==> config.mk <==
export PLATFORM = sky130hd
export DESIGN_NAME = adc_status_flags
export DESIGN_NICKNAME = d
export VERILOG_FILES = /design/src/verilog/adc_flag_pkg.sv /design/src/verilog/sticky_flag.sv /design/src/verilog/adc_status_flags.sv
export SDC_FILE = /design/constraint.sdc
export NUM_CORES = 1
export LEC_CHECK = 0
export BUFFER_PORTS_ARGS = -buffer_cell sky130_fd_sc_hd__buf_2
export CORE_ASPECT_RATIO = 1.5
export CORE_MARGIN = 4
export CORE_UTILIZATION = 57
export CTS_CLUSTER_SIZE = 12
export DETAILED_ROUTE_END_ITERATION = 16
export PLACE_DENSITY = 0.8
export SLEW_MARGIN = 5
export SYNTH_ARGS = -nofsm -noshare
export SYNTH_HDL_FRONTEND = slang
export SYNTH_HIERARCHICAL = 1
export SYNTH_SLANG_ARGS = --single-unit
==> constraint.sdc <==
create_clock -name ref_clk -period 3.2 [get_ports ref_clk]
set_clock_uncertainty 0.1 [all_clocks]
set_input_delay 0.64 -clock ref_clk [delete_from_list [all_inputs] [get_ports ref_clk]]
set_output_delay 0.64 -clock ref_clk [all_outputs]
set_load 0.02 [all_outputs]
==> src/verilog/adc_flag_pkg.sv <==
// Constants for the converter status-flag block: register offsets,
// field positions, widths and reset values.
// Assumes a 32-bit register port with byte addresses and one clock.
//
// Summary of operation
// Only last-result read clears data ready
// Data ready rises only on stored result
// Channel read never masks data ready set
// Disable beside other end still stores result
// Status read updates general overrun anyway
// Completion while data ready sets overrun
// Channel read beside end keeps overrun
// Disable beside end raises both overruns
// Channel or last read clears done
// Status read clears channel overrun unless one is set in that cycle
// Channel disabled mid-conversion never gets done
// Channel read clears only its done
// Sleep takes effect after next conversion
// Software selects sleep then starts conversion
// Set beats read-clear in same cycle

package adc_flag_pkg;

  // ---------------------------------------------------------------
  // Sizes
  // ---------------------------------------------------------------
  localparam int ADDR_W    = 8;
  localparam int DATA_W    = 32;
  localparam int N_CHAN    = 8;
  localparam int CH_W      = 3;
  localparam int RESULT_W  = 10;

  // ---------------------------------------------------------------
  // Register offsets
  // ---------------------------------------------------------------
  localparam logic [ADDR_W-1:0] OFF_CTRL      = 8'h00;
  localparam logic [ADDR_W-1:0] OFF_MODE      = 8'h04;
  localparam logic [ADDR_W-1:0] OFF_CHAN_EN   = 8'h10;
  localparam logic [ADDR_W-1:0] OFF_CHAN_DIS  = 8'h14;
  localparam logic [ADDR_W-1:0] OFF_CHAN_STAT = 8'h18;
  localparam logic [ADDR_W-1:0] OFF_STATUS    = 8'h1C;
  localparam logic [ADDR_W-1:0] OFF_LAST      = 8'h20;
  localparam logic [ADDR_W-1:0] OFF_IRQ_STAT  = 8'h24;
  localparam logic [ADDR_W-1:0] OFF_IRQ_MASK  = 8'h28;
  localparam logic [ADDR_W-1:0] OFF_CHAN_RES  = 8'h30;

  // ---------------------------------------------------------------
  // Field positions
  // ---------------------------------------------------------------
  localparam int CTRL_START_BIT = 0;
  localparam int MODE_SLEEP_BIT = 0;
  localparam int STAT_DONE_LSB  = 0;
  localparam int STAT_OVR_LSB   = 8;
  localparam int STAT_READY_BIT = 16;
  localparam int STAT_GOVR_BIT  = 17;
  localparam int LAST_CHAN_LSB  = 12;
  localparam int IRQ_READY_BIT  = 0;
  localparam int IRQ_GOVR_BIT   = 1;
  localparam int IRQ_W          = 2;

  // ---------------------------------------------------------------
  // Reset values
  // ---------------------------------------------------------------
  localparam logic [N_CHAN-1:0] CHAN_EN_RST  = 8'h00;
  localparam logic [IRQ_W-1:0]  IRQ_MASK_RST = 2'h0;
  localparam logic [DATA_W-1:0] RDATA_RST    = 32'h00000000;

endpackage

==> src/verilog/sticky_flag.sv <==
// One sticky status flag with a set input and a clear input.
// Assumes set and clear are single-cycle terms on the same clock.

`timescale 1ns/1ps
`default_nettype none

module sticky_flag (
  // Clock and reset
  input  wire logic ref_clk,
  input  wire logic sys_rst,
  // Events
  input  wire logic set,
  input  wire logic clr,
  // Flag
  output var  logic q
);

  // Set wins so an event in the clearing cycle is kept
  always_ff @(posedge ref_clk) begin
    if (sys_rst) begin
      q <= 1'b0;
    end else if (set) begin
      q <= 1'b1;
    end else if (clr) begin
      q <= 1'b0;
    end
  end

endmodule

`default_nettype wire

==> src/verilog/adc_status_flags.sv <==
// Status-flag logic of an on-chip converter: done, overrun, data
// ready and general overrun flags, result storage, sleep entry.
// Assumes the converter core runs on ref_clk and gives one-cycle
// begin and end pulses with the channel number beside them.

`timescale 1ns/1ps
`default_nettype none

module adc_status_flags (
  // Clock and reset
  input  wire logic                              ref_clk,
  input  wire logic                              sys_rst,
  // Register port
  input  wire logic [adc_flag_pkg::ADDR_W-1:0]   reg_addr,
  input  wire logic [adc_flag_pkg::DATA_W-1:0]   reg_wdata,
  input  wire logic                              reg_wr,
  input  wire logic                              reg_rd,
  output var  logic [adc_flag_pkg::DATA_W-1:0]   reg_rdata,
  // Converter core
  input  wire logic                              conv_begin,
  input  wire logic                              conv_end,
  input  wire logic [adc_flag_pkg::CH_W-1:0]     conv_chan,
  input  wire logic [adc_flag_pkg::RESULT_W-1:0] conv_data,
  output var  logic                              conv_start,
  output var  logic                              sleep_active,
  // Interrupt
  output var  logic                              irq
);

  import adc_flag_pkg::*;

  // ---------------------------------------------------------------
  // Register decode
  // ---------------------------------------------------------------
  logic [ADDR_W-1:0] res_off;
  logic              res_hit;
  logic [CH_W-1:0]   res_idx;
  logic              wr_ctrl;
  logic              wr_mode;
  logic              wr_en;
  logic              wr_dis;
  logic              wr_irq_stat;
  logic              wr_irq_mask;
  logic              rd_status;
  logic              rd_last;
  logic              rd_chan_any;

  // Channel result words sit at one base, one word per channel
  assign res_off     = reg_addr - OFF_CHAN_RES;
  assign res_hit     = (res_off[7:5] == 3'h0) && (res_off[1:0] == 2'h0);
  assign res_idx     = res_off[4:2];
  assign wr_ctrl     = reg_wr && (reg_addr == OFF_CTRL);
  assign wr_mode     = reg_wr && (reg_addr == OFF_MODE);
  assign wr_en       = reg_wr && (reg_addr == OFF_CHAN_EN);
  assign wr_dis      = reg_wr && (reg_addr == OFF_CHAN_DIS);
  assign wr_irq_stat = reg_wr && (reg_addr == OFF_IRQ_STAT);
  assign wr_irq_mask = reg_wr && (reg_addr == OFF_IRQ_MASK);
  assign rd_status   = reg_rd && (reg_addr == OFF_STATUS);
  assign rd_last     = reg_rd && (reg_addr == OFF_LAST);
  assign rd_chan_any = reg_rd && res_hit;

  // ---------------------------------------------------------------
  // Channel enables and mode
  // ---------------------------------------------------------------
  logic [N_CHAN-1:0] chan_en;
  logic              sleep_mode;

  // Enable and disable are write-one so bits never race each other
  always_ff @(posedge ref_clk) begin
    if (sys_rst) begin
      chan_en <= CHAN_EN_RST;
    end else if (wr_en) begin
      chan_en <= chan_en | reg_wdata[N_CHAN-1:0];
    end else if (wr_dis) begin
      chan_en <= chan_en & ~reg_wdata[N_CHAN-1:0];
    end
  end

  // Sleep selection
  always_ff @(posedge ref_clk) begin
    if (sys_rst) begin
      sleep_mode <= 1'b0;
    end else if (wr_mode) begin
      sleep_mode <= reg_wdata[MODE_SLEEP_BIT];
    end
  end

  // Start command pulse to the core
  always_ff @(posedge ref_clk) begin
    if (sys_rst) begin
      conv_start <= 1'b0;
    end else begin
      conv_start <= wr_ctrl && reg_wdata[CTRL_START_BIT];
    end
  end

  // ---------------------------------------------------------------
  // Running conversion tracking
  // ---------------------------------------------------------------
  logic            busy;
  logic [CH_W-1:0] run_chan;
  logic            aborted;
  logic            store;

  // A disable of the running channel between its begin and end pulses taints its result
  always_ff @(posedge ref_clk) begin
    if (sys_rst) begin
      busy     <= 1'b0;
      run_chan <= 3'h0;
      aborted  <= 1'b0;
    end else if (conv_begin) begin
      busy     <= 1'b1;
      run_chan <= conv_chan;
      aborted  <= 1'b0;
    end else if (conv_end) begin
      busy     <= 1'b0;
      aborted  <= 1'b0;
    end else if (busy && wr_dis && reg_wdata[run_chan]) begin
      aborted  <= 1'b1;
    end
  end

  // Result counts only for an enabled, untainted channel; a disable
  // of some other channel in this cycle does not block it
  assign store = conv_end && chan_en[conv_chan] && !aborted;

  // ---------------------------------------------------------------
  // Result storage
  // ---------------------------------------------------------------
  logic [RESULT_W-1:0] chan_result [N_CHAN];
  logic [RESULT_W-1:0] last_result_reg;
  logic [CH_W-1:0]     last_chan;

  // Both the channel word and the last word take the result
  always_ff @(posedge ref_clk) begin
    if (sys_rst) begin
      last_result_reg <= 10'h000;
      last_chan       <= 3'h0;
    end else if (store) begin
      last_result_reg <= conv_data;
      last_chan       <= conv_chan;
    end
  end

  // Per-channel result words
  always_ff @(posedge ref_clk) begin
    if (sys_rst) begin
      for (int i = 0; i < N_CHAN; i++) begin
        chan_result[i] <= 10'h000;
      end
    end else if (store) begin
      chan_result[conv_chan] <= conv_data;
    end
  end

  // ---------------------------------------------------------------
  // Per-channel done and overrun flags
  // ---------------------------------------------------------------
  logic [N_CHAN-1:0] done;
  logic [N_CHAN-1:0] ovr;
  logic [N_CHAN-1:0] done_set;
  logic [N_CHAN-1:0] done_clr;
  logic [N_CHAN-1:0] ovr_set;

  generate
    for (genvar g = 0; g < N_CHAN; g++) begin : g_chan
      // Done is cleared by its own word or by the last word
      assign done_set[g] = store && (conv_chan == g);
      assign done_clr[g] = (rd_chan_any && (res_idx == g)) ||
                           (rd_last && (last_chan == g));
      // Overrun only when a new result lands on an unread one
      assign ovr_set[g]  = done_set[g] && done[g];

      sticky_flag u_done (
        .ref_clk (ref_clk),
        .sys_rst (sys_rst),
        .set     (done_set[g]),
        .clr     (done_clr[g]),
        .q       (done[g])
      );

      sticky_flag u_ovr (
        .ref_clk (ref_clk),
        .sys_rst (sys_rst),
        .set     (ovr_set[g]),
        .clr     (rd_status),
        .q       (ovr[g])
      );
    end
  endgenerate

  // ---------------------------------------------------------------
  // Global data ready and general overrun
  // ---------------------------------------------------------------
  logic data_ready_flag;
  logic general_overrun_flag;
  logic govr_set;

  // Channel reads never touch data ready; only the last word does
  always_ff @(posedge ref_clk) begin
    if (sys_rst) begin
      data_ready_flag <= 1'b0;
    end else if (store) begin
      data_ready_flag <= 1'b1;
    end else if (rd_last) begin
      data_ready_flag <= 1'b0;
    end
  end

  // Any stored result over an unread one is a general overrun
  assign govr_set = store && data_ready_flag;

  // Status read always updates: set on a new overrun, else clear
  always_ff @(posedge ref_clk) begin
    if (sys_rst) begin
      general_overrun_flag <= 1'b0;
    end else if (govr_set) begin
      general_overrun_flag <= 1'b1;
    end else if (rd_status) begin
      general_overrun_flag <= 1'b0;
    end
  end

  // ---------------------------------------------------------------
  // Sleep entry
  // ---------------------------------------------------------------
  // Sleep waits for a conversion end; idle selection does nothing
  // until software starts one, so select sleep then start
  always_ff @(posedge ref_clk) begin
    if (sys_rst) begin
      sleep_active <= 1'b0;
    end else if (!sleep_mode || conv_start) begin
      sleep_active <= 1'b0;
    end else if (conv_end) begin
      sleep_active <= 1'b1;
    end
  end

  // ---------------------------------------------------------------
  // Interrupt status and mask
  // ---------------------------------------------------------------
  logic [IRQ_W-1:0] irq_stat;
  logic [IRQ_W-1:0] irq_mask;
  logic [IRQ_W-1:0] irq_ev;
  logic [IRQ_W-1:0] irq_w1c;

  assign irq_ev  = {govr_set, store};
  assign irq_w1c = wr_irq_stat ? reg_wdata[IRQ_W-1:0] : 2'h0;

  // Sticky events, write one to clear, event beats clear
  always_ff @(posedge ref_clk) begin
    if (sys_rst) begin
      irq_stat <= 2'h0;
    end else begin
      irq_stat <= irq_ev | (irq_stat & ~irq_w1c);
    end
  end

  // Mask register
  always_ff @(posedge ref_clk) begin
    if (sys_rst) begin
      irq_mask <= IRQ_MASK_RST;
    end else if (wr_irq_mask) begin
      irq_mask <= reg_wdata[IRQ_W-1:0];
    end
  end

  // Registered level output, updated on the same edge as the status bits
  always_ff @(posedge ref_clk) begin
    if (sys_rst) begin
      irq <= 1'b0;
    end else begin
      irq <= |((irq_ev | (irq_stat & ~irq_w1c)) & irq_mask);
    end
  end

  // ---------------------------------------------------------------
  // Read data
  // ---------------------------------------------------------------
  logic [DATA_W-1:0] next_rdata;

  // Unmapped addresses read as zero
  always_comb begin
    next_rdata = RDATA_RST;
    if (res_hit) begin
      next_rdata[RESULT_W-1:0] = chan_result[res_idx];
    end else begin
      case (reg_addr)
        OFF_MODE:      next_rdata[MODE_SLEEP_BIT] = sleep_mode;
        OFF_CHAN_STAT: next_rdata[N_CHAN-1:0] = chan_en;
        OFF_STATUS: begin
          next_rdata[STAT_DONE_LSB +: N_CHAN] = done;
          next_rdata[STAT_OVR_LSB +: N_CHAN]  = ovr;
          next_rdata[STAT_READY_BIT]          = data_ready_flag;
          next_rdata[STAT_GOVR_BIT]           = general_overrun_flag;
        end
        OFF_LAST: begin
          next_rdata[RESULT_W-1:0]           = last_result_reg;
          next_rdata[LAST_CHAN_LSB +: CH_W]  = last_chan;
        end
        OFF_IRQ_STAT:  next_rdata[IRQ_W-1:0] = irq_stat;
        OFF_IRQ_MASK:  next_rdata[IRQ_W-1:0] = irq_mask;
        default:       next_rdata = RDATA_RST;
      endcase
    end
  end

  // Data stands only in the cycle after the read strobe
  always_ff @(posedge ref_clk) begin
    if (sys_rst) begin
      reg_rdata <= RDATA_RST;
    end else if (reg_rd) begin
      reg_rdata <= next_rdata;
    end else begin
      reg_rdata <= RDATA_RST;
    end
  end
endmodule

`default_nettype wire

==> results of run 1 <==
## logic make-up (layout without fill, tap and decap cells)
group | Yosys count | count (layout) | share of synthesized area
fa+ha+maj | 4 | 4 | 0.00728
buf+inv | 73 | 138 | 0.0500
other cells | 1 | 14 | 0.000545
mux | 61 | 61 | 0.129
xor+xnor | 3 | 3 | 0.00382
compound gates | 79 | 79 | 0.0893
flops | 150 | 150 | 0.553
simple gates | 240 | 240 | 0.167
## metal layers
metal  vias to the layer above  track usage  wire [um]
li1                       2291            -          -
met1                      2441        0.288       6260
met2                       222        0.441       8930
met3                        47       0.0471       1130
met4                         0        0.135        679
met5                         -            0          0
## worst max-delay path by stage
stage                       startpoint  slack [ns]                               to  cells after the start
after global routing          register        0.35  chan_result[1][9]$_SDFFCE_PN0P_                      5
after detailed placement  conv_chan[1]        0.21  chan_result[1][8]$_SDFFCE_PN0P_                      6
after CTS                     register        0.52  chan_result[1][0]$_SDFFCE_PN0P_                      5
after floorplan            reg_addr[4]        0.26  g_chan[1].u_done/q$_SDFFE_PP0P_                      9
after global placement    conv_chan[1]        0.22  chan_result[0][7]$_SDFFCE_PN0P_                      6
final                         register        0.49  chan_result[1][1]$_SDFFCE_PN0P_                      5
## Yosys cell counts (7+ instances only)
master    instances
clkbuf_1         17
buf_4            15
buf_2            11
a21oi_1          12
inv_1            26
dfxtp_1          70
and2_1           23
mux4_2           22
nor2_1          112
a21oi_2          16
mux2i_1          36
edfxtp_1         80
nand2b_1         31
a32o_1           13
nand2_1          33
o22ai_1           7
## stage by stage
stage | utilization | hold slack (ns)
6_report | 0.675 | 0.322
5_1_grt | 0.675 | 0.339
4_1_cts | 0.675 | 0.330
3_5_place_dp | 0.629 | 0.319
3_3_place_gp | 0.629 | 0.300
2_1_floorplan | - | 0.330
## where the power goes
group / internal (mW) / total [mW] / switching (mW)
Combinational: 0.128 / 0.337 / 0.209
Clock: 1.01 / 1.83 / 0.819
Sequential: 2.10 / 2.13 / 0.0301
Total: 3.24 / 4.29 / 1.06
## cell type report
class / instances / area (um2)
fill: 875 / 3780
clock buffer: 18 / 429
clock inverter: 14 / 114
timing repair buffer: 79 / 455
multi-input combinational: 401 / 2780
sequential: 150 / 3800
tap: 150 / 188
inverter: 27 / 101
## worst max-delay path: stages, from the launching register on
cell	delay, ns
dfxtp_1	0.46
mux2i_1	0.16
a311o_1	0.36
or4_1	0.58
nor3_1	0.31
or2_2	0.40
==> impl_metrics.prom, run 1 <==
# TYPE chip_impl_metric gauge
chip_impl_metric{name="grt_first_pass_wirelength",unit="um"} 26600
chip_impl_metric{name="postCtsSetupRepairBufs",unit=""} 0
chip_impl_metric{name="insertion_delay",unit="ns"} 0.41
chip_impl_metric{name="cellPowerDensity",unit="nW/um2"} 546
chip_impl_metric{name="layout-drive-gt1-share",unit=""} 0.232
chip_impl_metric{name="global_route.overflow_total",unit=""} 0
chip_impl_metric{name="power.ir.vdd_worst",unit="mV"} 0.358
chip_impl_metric{name="syn-cell-area",unit="um2"} 6880
chip_impl_metric{name="hold_violations_final",unit=""} 0
chip_impl_metric{name="antenna_left",unit=""} 0
chip_impl_metric{name="number_of_register_bits_inferred_by_synthesis",unit=""} 150
chip_impl_metric{name="clk_pin_slew_worst_paths",unit="ns"} 0.06
chip_impl_metric{name="tritoncts.num_buffers",unit=""} 17
chip_impl_metric{name="layout_setup_ws",unit="ns"} 0.491
chip_impl_metric{name="place_inst",unit=""} 807
chip_impl_metric{name="timing.setup.tns",unit="ns"} 0
chip_impl_metric{name="initial_core_util",unit=""} 0.590
chip_impl_metric{name="drt-pass1-iter-count",unit=""} 5
chip_impl_metric{name="yosysSeqAreaShare",unit=""} 0.553
chip_impl_metric{name="largest_register_ff_count",unit=""} 80
chip_impl_metric{name="postPlaceCellArea",unit="um2"} 7330
chip_impl_metric{name="sinks_on_clock_net",unit=""} 150
chip_impl_metric{name="place_ws",unit="ns"} 0.214
chip_impl_metric{name="worstPathArrival",unit="ns"} 2.69
chip_impl_metric{name="timing.critical_path.fanout_max",unit=""} 10
chip_impl_metric{name="number_of_gates_resized_after_cts",unit=""} 0
chip_impl_metric{name="number_of_port_buffers",unit=""} 55
chip_impl_metric{name="synth_largest_type_area_fraction",unit=""} 0.349
chip_impl_metric{name="ys_async_sr_fraction",unit=""} 0
chip_impl_info{name="hp-class",value="reg -> reg"} 1
chip_impl_metric{name="postSynthAreaPerCell",unit="um2"} 11.3
chip_impl_metric{name="dieWidth",unit="um"} 97.7
chip_impl_metric{name="via_count_of_the_first_global_routing_pass",unit=""} 5036
chip_impl_metric{name="synth-warning-count",unit=""} 6
chip_impl_info{name="crit_type",value="reg -> reg"} 1
chip_impl_metric{name="floorplan.core_area",unit="um2"} 11700
chip_impl_metric{name="die_h",unit="um"} 143
chip_impl_info{name="setup.worst_path.end_class",value="register"} 1
chip_impl_info{name="synthDominantAreaCellType",value="edfxtp_1"} 1
chip_impl_metric{name="yosys.cell_types.count",unit=""} 52
chip_impl_metric{name="wire_per_inst",unit="um"} 20.3
chip_impl_info{name="hold_end",value="sleep_active$_SDFFE_PP0P_"} 1
chip_impl_info{name="post_synth_main_area_contributors",value="edfxtp_1 (35%), dfxtp_1 (20%), mux4_2 (7.2%)"} 1
chip_impl_metric{name="max-clock-path-buffers",unit=""} 2
chip_impl_info{name="rr_endpoint",value="chan_result[1][1]$_SDFFCE_PN0P_"} 1
chip_impl_metric{name="final_max_slew_viol_count",unit=""} 0
chip_impl_metric{name="flow.area_growth_from_synthesis",unit="%"} 14.4
chip_impl_metric{name="timing_worst_slew_pin_value",unit="ns"} 0.698
chip_impl_metric{name="diodes",unit=""} 0
chip_impl_metric{name="synth_enable_flop_cells",unit=""} 80
chip_impl_metric{name="depth_of_the_worst_register_to_register_path",unit=""} 5
chip_impl_metric{name="final_cell_area",unit="um2"} 7870
chip_impl_metric{name="maxClockFrequency",unit="GHz"} 0.369
chip_impl_info{name="cts_tree",value="yes"} 1
chip_impl_metric{name="setup_viol",unit=""} 0
chip_impl_metric{name="cts_hold_buf",unit=""} 0
chip_impl_metric{name="route.final.wire_length",unit="um"} 17000
chip_impl_metric{name="leak_pwr",unit="nW"} 2.98
chip_impl_info{name="cp_launch_type",value="register"} 1
chip_impl_metric{name="grt_antenna_before_repair",unit=""} 0
chip_impl_metric{name="detail_route.vias_per_cell",unit=""} 5.96
chip_impl_metric{name="gp_congestion",unit=""} 0.950
chip_impl_metric{name="timing.max_slew.rel_slack",unit=""} 0.531
chip_impl_metric{name="rrSetupSlack",unit="ns"} 0.49
chip_impl_metric{name="floorplan.die_area",unit="um2"} 13900
chip_impl_info{name="layout_common_cells",value="nor2_1 (112), edfxtp_1 (80), dfxtp_1 (70), buf_2 (55), mux2i_1 (36)"} 1
chip_impl_metric{name="route.vias.total",unit=""} 5001
chip_impl_metric{name="grt_max_degree",unit=""} 30
chip_impl_metric{name="timing.hold.worst_path_depth",unit=""} 1
chip_impl_metric{name="num_io_pins",unit=""} 94
chip_impl_metric{name="period_minus_slack",unit="ns"} 2.71
chip_impl_metric{name="power.total",unit="mW"} 4.29
chip_impl_info{name="setup_repair_after_global_routing_missed_its_margin",value="no"} 1
chip_impl_info{name="worstHoldStart",value="conv_start$_SDFF_PP0_"} 1
chip_impl_info{name="synth_ff_type",value="edfxtp_1"} 1
chip_impl_info{name="cts_root_buffer",value="clkbuf_16"} 1
chip_impl_metric{name="htree_levels",unit=""} 4
chip_impl_metric{name="final_nets",unit=""} 739
chip_impl_metric{name="drcViolationCount",unit=""} 0
chip_impl_metric{name="detailedPlacementHpwl",unit="um"} 11800
chip_impl_metric{name="drt_first_iter_violations",unit=""} 448
chip_impl_metric{name="gr-usage-all-layers",unit=""} 0.250
chip_impl_metric{name="synthCells",unit=""} 611
chip_impl_info{name="final_common_cell",value="nor2_1"} 1
chip_impl_metric{name="max_cap_viol_count",unit=""} 0
chip_impl_metric{name="timing.final.crit_share",unit=""} 0.847
chip_impl_info{name="result_of_the_run",value="complete, no violations"} 1
chip_impl_metric{name="floorplan.rows",unit=""} 48
chip_impl_metric{name="critical_path_required",unit="ns"} 3.18
chip_impl_metric{name="layoutNonFillerInstCount",unit=""} 839
(Power assumes the default switching activity.)
==> run 2: changes to the inputs <==
Settings changed: CORE_UTILIZATION 57 to 52, PLACE_DENSITY 0.8 to 0.77.
Clock period 3.2 ns to 2.3 ns, I/O delays scaled along.
==> impl_metrics.prom, run 2 (same netlist as run 1, synthesis figures left out) <==
# TYPE chip_impl_metric gauge
chip_impl_metric{name="layout-drive-gt1-share",unit=""} 0.287
chip_impl_metric{name="route.final.wire_length",unit="um"} 17800
chip_impl_metric{name="maxClockFrequency",unit="GHz"} 0.435
chip_impl_metric{name="worstPathArrival",unit="ns"} 2.30
chip_impl_metric{name="floorplan.die_area",unit="um2"} 15200
chip_impl_metric{name="floorplan.rows",unit=""} 51
chip_impl_metric{name="drt-pass1-iter-count",unit=""} 8
chip_impl_info{name="setup_repair_after_global_routing_missed_its_margin",value="yes"} 1
chip_impl_metric{name="power.total",unit="mW"} 6.15
chip_impl_metric{name="met3WireLength",unit="um"} 1080
chip_impl_metric{name="setup_viol",unit=""} 0
chip_impl_metric{name="tritoncts.num_buffers",unit=""} 17
chip_impl_metric{name="number_of_port_buffers",unit=""} 55
chip_impl_metric{name="hold_violations_final",unit=""} 0
chip_impl_metric{name="period_minus_slack",unit="ns"} 2.30
chip_impl_metric{name="initial_core_util",unit=""} 0.531
chip_impl_info{name="route.top_layer_used",value="met4"} 1
chip_impl_metric{name="route.vias.total",unit=""} 5183
chip_impl_metric{name="die_h",unit="um"} 149
chip_impl_metric{name="dr_wl_met2",unit="um"} 9490
chip_impl_metric{name="fillers",unit=""} 994
chip_impl_metric{name="gr-usage-all-layers",unit=""} 0.243
chip_impl_metric{name="worst_path_largest_cell_delay",unit="ns"} 0.58
chip_impl_info{name="critPathTopFamily",value="simple AND/OR/NAND/NOR gates"} 1
chip_impl_metric{name="global_route.overflow_total",unit=""} 0
chip_impl_metric{name="grt_antenna_before_repair",unit=""} 0
chip_impl_metric{name="via_count_of_the_first_global_routing_pass",unit=""} 5362
chip_impl_metric{name="antenna_left",unit=""} 0
chip_impl_metric{name="insertion_delay",unit="ns"} 0.41
chip_impl_info{name="hp-class",value="in -> reg"} 1
chip_impl_metric{name="cts_hold_buf",unit=""} 0
chip_impl_metric{name="postPlaceCellArea",unit="um2"} 7680
chip_impl_metric{name="clk_pin_slew_worst_paths",unit="ns"} 0.06
chip_impl_metric{name="drcViolationCount",unit=""} 0
chip_impl_info{name="cts_root_buffer",value="clkbuf_16"} 1
chip_impl_metric{name="diodes",unit=""} 0
chip_impl_metric{name="gp_congestion",unit=""} 0.974
chip_impl_metric{name="final_cell_area",unit="um2"} 8310
chip_impl_info{name="cts_tree",value="yes"} 1
chip_impl_metric{name="grt_max_degree",unit=""} 21
chip_impl_metric{name="cp_num_buf_inv",unit=""} 0
chip_impl_metric{name="sinks_on_clock_net",unit=""} 150
chip_impl_info{name="result_of_the_run",value="complete, no violations"} 1
chip_impl_metric{name="htree_levels",unit=""} 4
chip_impl_metric{name="hold_ws",unit="ns"} 0.190
chip_impl_metric{name="critical_path_required",unit="ns"} 2.30
chip_impl_metric{name="num_io_pins",unit=""} 94
chip_impl_info{name="crit_type",value="reg -> reg"} 1
chip_impl_metric{name="largest_register_ff_count",unit=""} 80
chip_impl_metric{name="floorplan.core_area",unit="um2"} 13000
chip_impl_info{name="timing.critical_path.cells",value="mux2i_2 > a311o_1 > or4_4 > nor4_2 > or2_4"} 1
chip_impl_metric{name="max-clock-path-buffers",unit=""} 2
chip_impl_metric{name="max_cap_viol_count",unit=""} 0
chip_impl_metric{name="flow.area_growth_from_synthesis",unit="%"} 20.8
chip_impl_info{name="final_common_cell",value="nor2_1"} 1
chip_impl_info{name="cp_launch_type",value="register"} 1
chip_impl_metric{name="dieWidth",unit="um"} 102
chip_impl_metric{name="wire_per_inst",unit="um"} 20.1
chip_impl_metric{name="detail_route.vias_per_cell",unit=""} 5.84
chip_impl_metric{name="cellPowerDensity",unit="nW/um2"} 740
chip_impl_info{name="layout_common_cells",value="nor2_1 (111), edfxtp_1 (80), dfxtp_1 (68), buf_4 (59), buf_2 (55)"} 1
chip_impl_metric{name="detailedPlacementHpwl",unit="um"} 12900
chip_impl_metric{name="final_nets",unit=""} 778
chip_impl_metric{name="drt_first_iter_violations",unit=""} 426
chip_impl_metric{name="leak_pwr",unit="nW"} 3.22
chip_impl_metric{name="power.ir.vdd_worst",unit="mV"} 0.494
chip_impl_metric{name="final_max_slew_viol_count",unit=""} 0
chip_impl_metric{name="timing.setup.tns",unit="ns"} 0
chip_impl_metric{name="timing.critical_path.fanout_max",unit=""} 10
chip_impl_metric{name="grt_first_pass_wirelength",unit="um"} 27800
chip_impl_metric{name="timing.final.crit_share",unit=""} 0.999
chip_impl_metric{name="finalCoreUtilization",unit=""} 0.642
chip_impl_info{name="timing.critical_path.slowest_stage_cell",value="or4_4"} 1
chip_impl_metric{name="wl_met1",unit="um"} 6550
chip_impl_info{name="setup.worst_path.end_class",value="register"} 1
==> run 2: what timing repair did <==
item | CTS | global route
gates cloned | 1 | 0
setup endpoints to repair | 86 | 76
resized for setup | 9 | 1
pin swaps | 4 | 2
setup buffers | 1 | 1
==> run 2: cell type report <==
class	count	area [um2]	share of cell area
Clock inverter	14	140	0.0169
Tap cell	159	199	0.0239
Multi-Input combinational cell	402	2850	0.343
Timing Repair Buffer	117	778	0.0936
Inverter	27	106	0.0128
Clock buffer	18	429	0.0516
Sequential cell	150	3810	0.458
==> run 2: through the flow <==
stage	cells	worst slack, ns
after floorplan	624	-0.0609
after global placement	852	-0.408
after detailed placement	852	-0.493
after CTS	886	0.00136
after global routing	887	-0.0433
final	887	0.00202
==> run 2: path summary, 6_finish.rpt <==
path / slack [ns] / from / cells past startpoint / to
hold / removal: 0.19 / reg_wdata[4] / 2 / register
setup reg to reg: 0.002 / register / 5 / chan_result[0][0]$_SDFFCE_PN0P_
setup / recovery: 0.002 / register / 5 / chan_result[0][0]$_SDFFCE_PN0P_
hold reg to reg: 0.33 / conv_start$_SDFF_PP0_ / 1 / sleep_active$_SDFFE_PP0P_
==> run 2: layer usage <==
layer  vias to the layer above  GRT usage
met5                         -          0
met4                         0      0.120
met3                        54     0.0440
met2                       238      0.428
met1                      2527      0.279
li1                       2364          -
==> run 2: where the power goes <==
part,internal [mW],total (mW),switching [mW]
registers,2.92,2.96,0.0404
clock network,1.52,2.67,1.15
logic,0.210,0.519,0.309
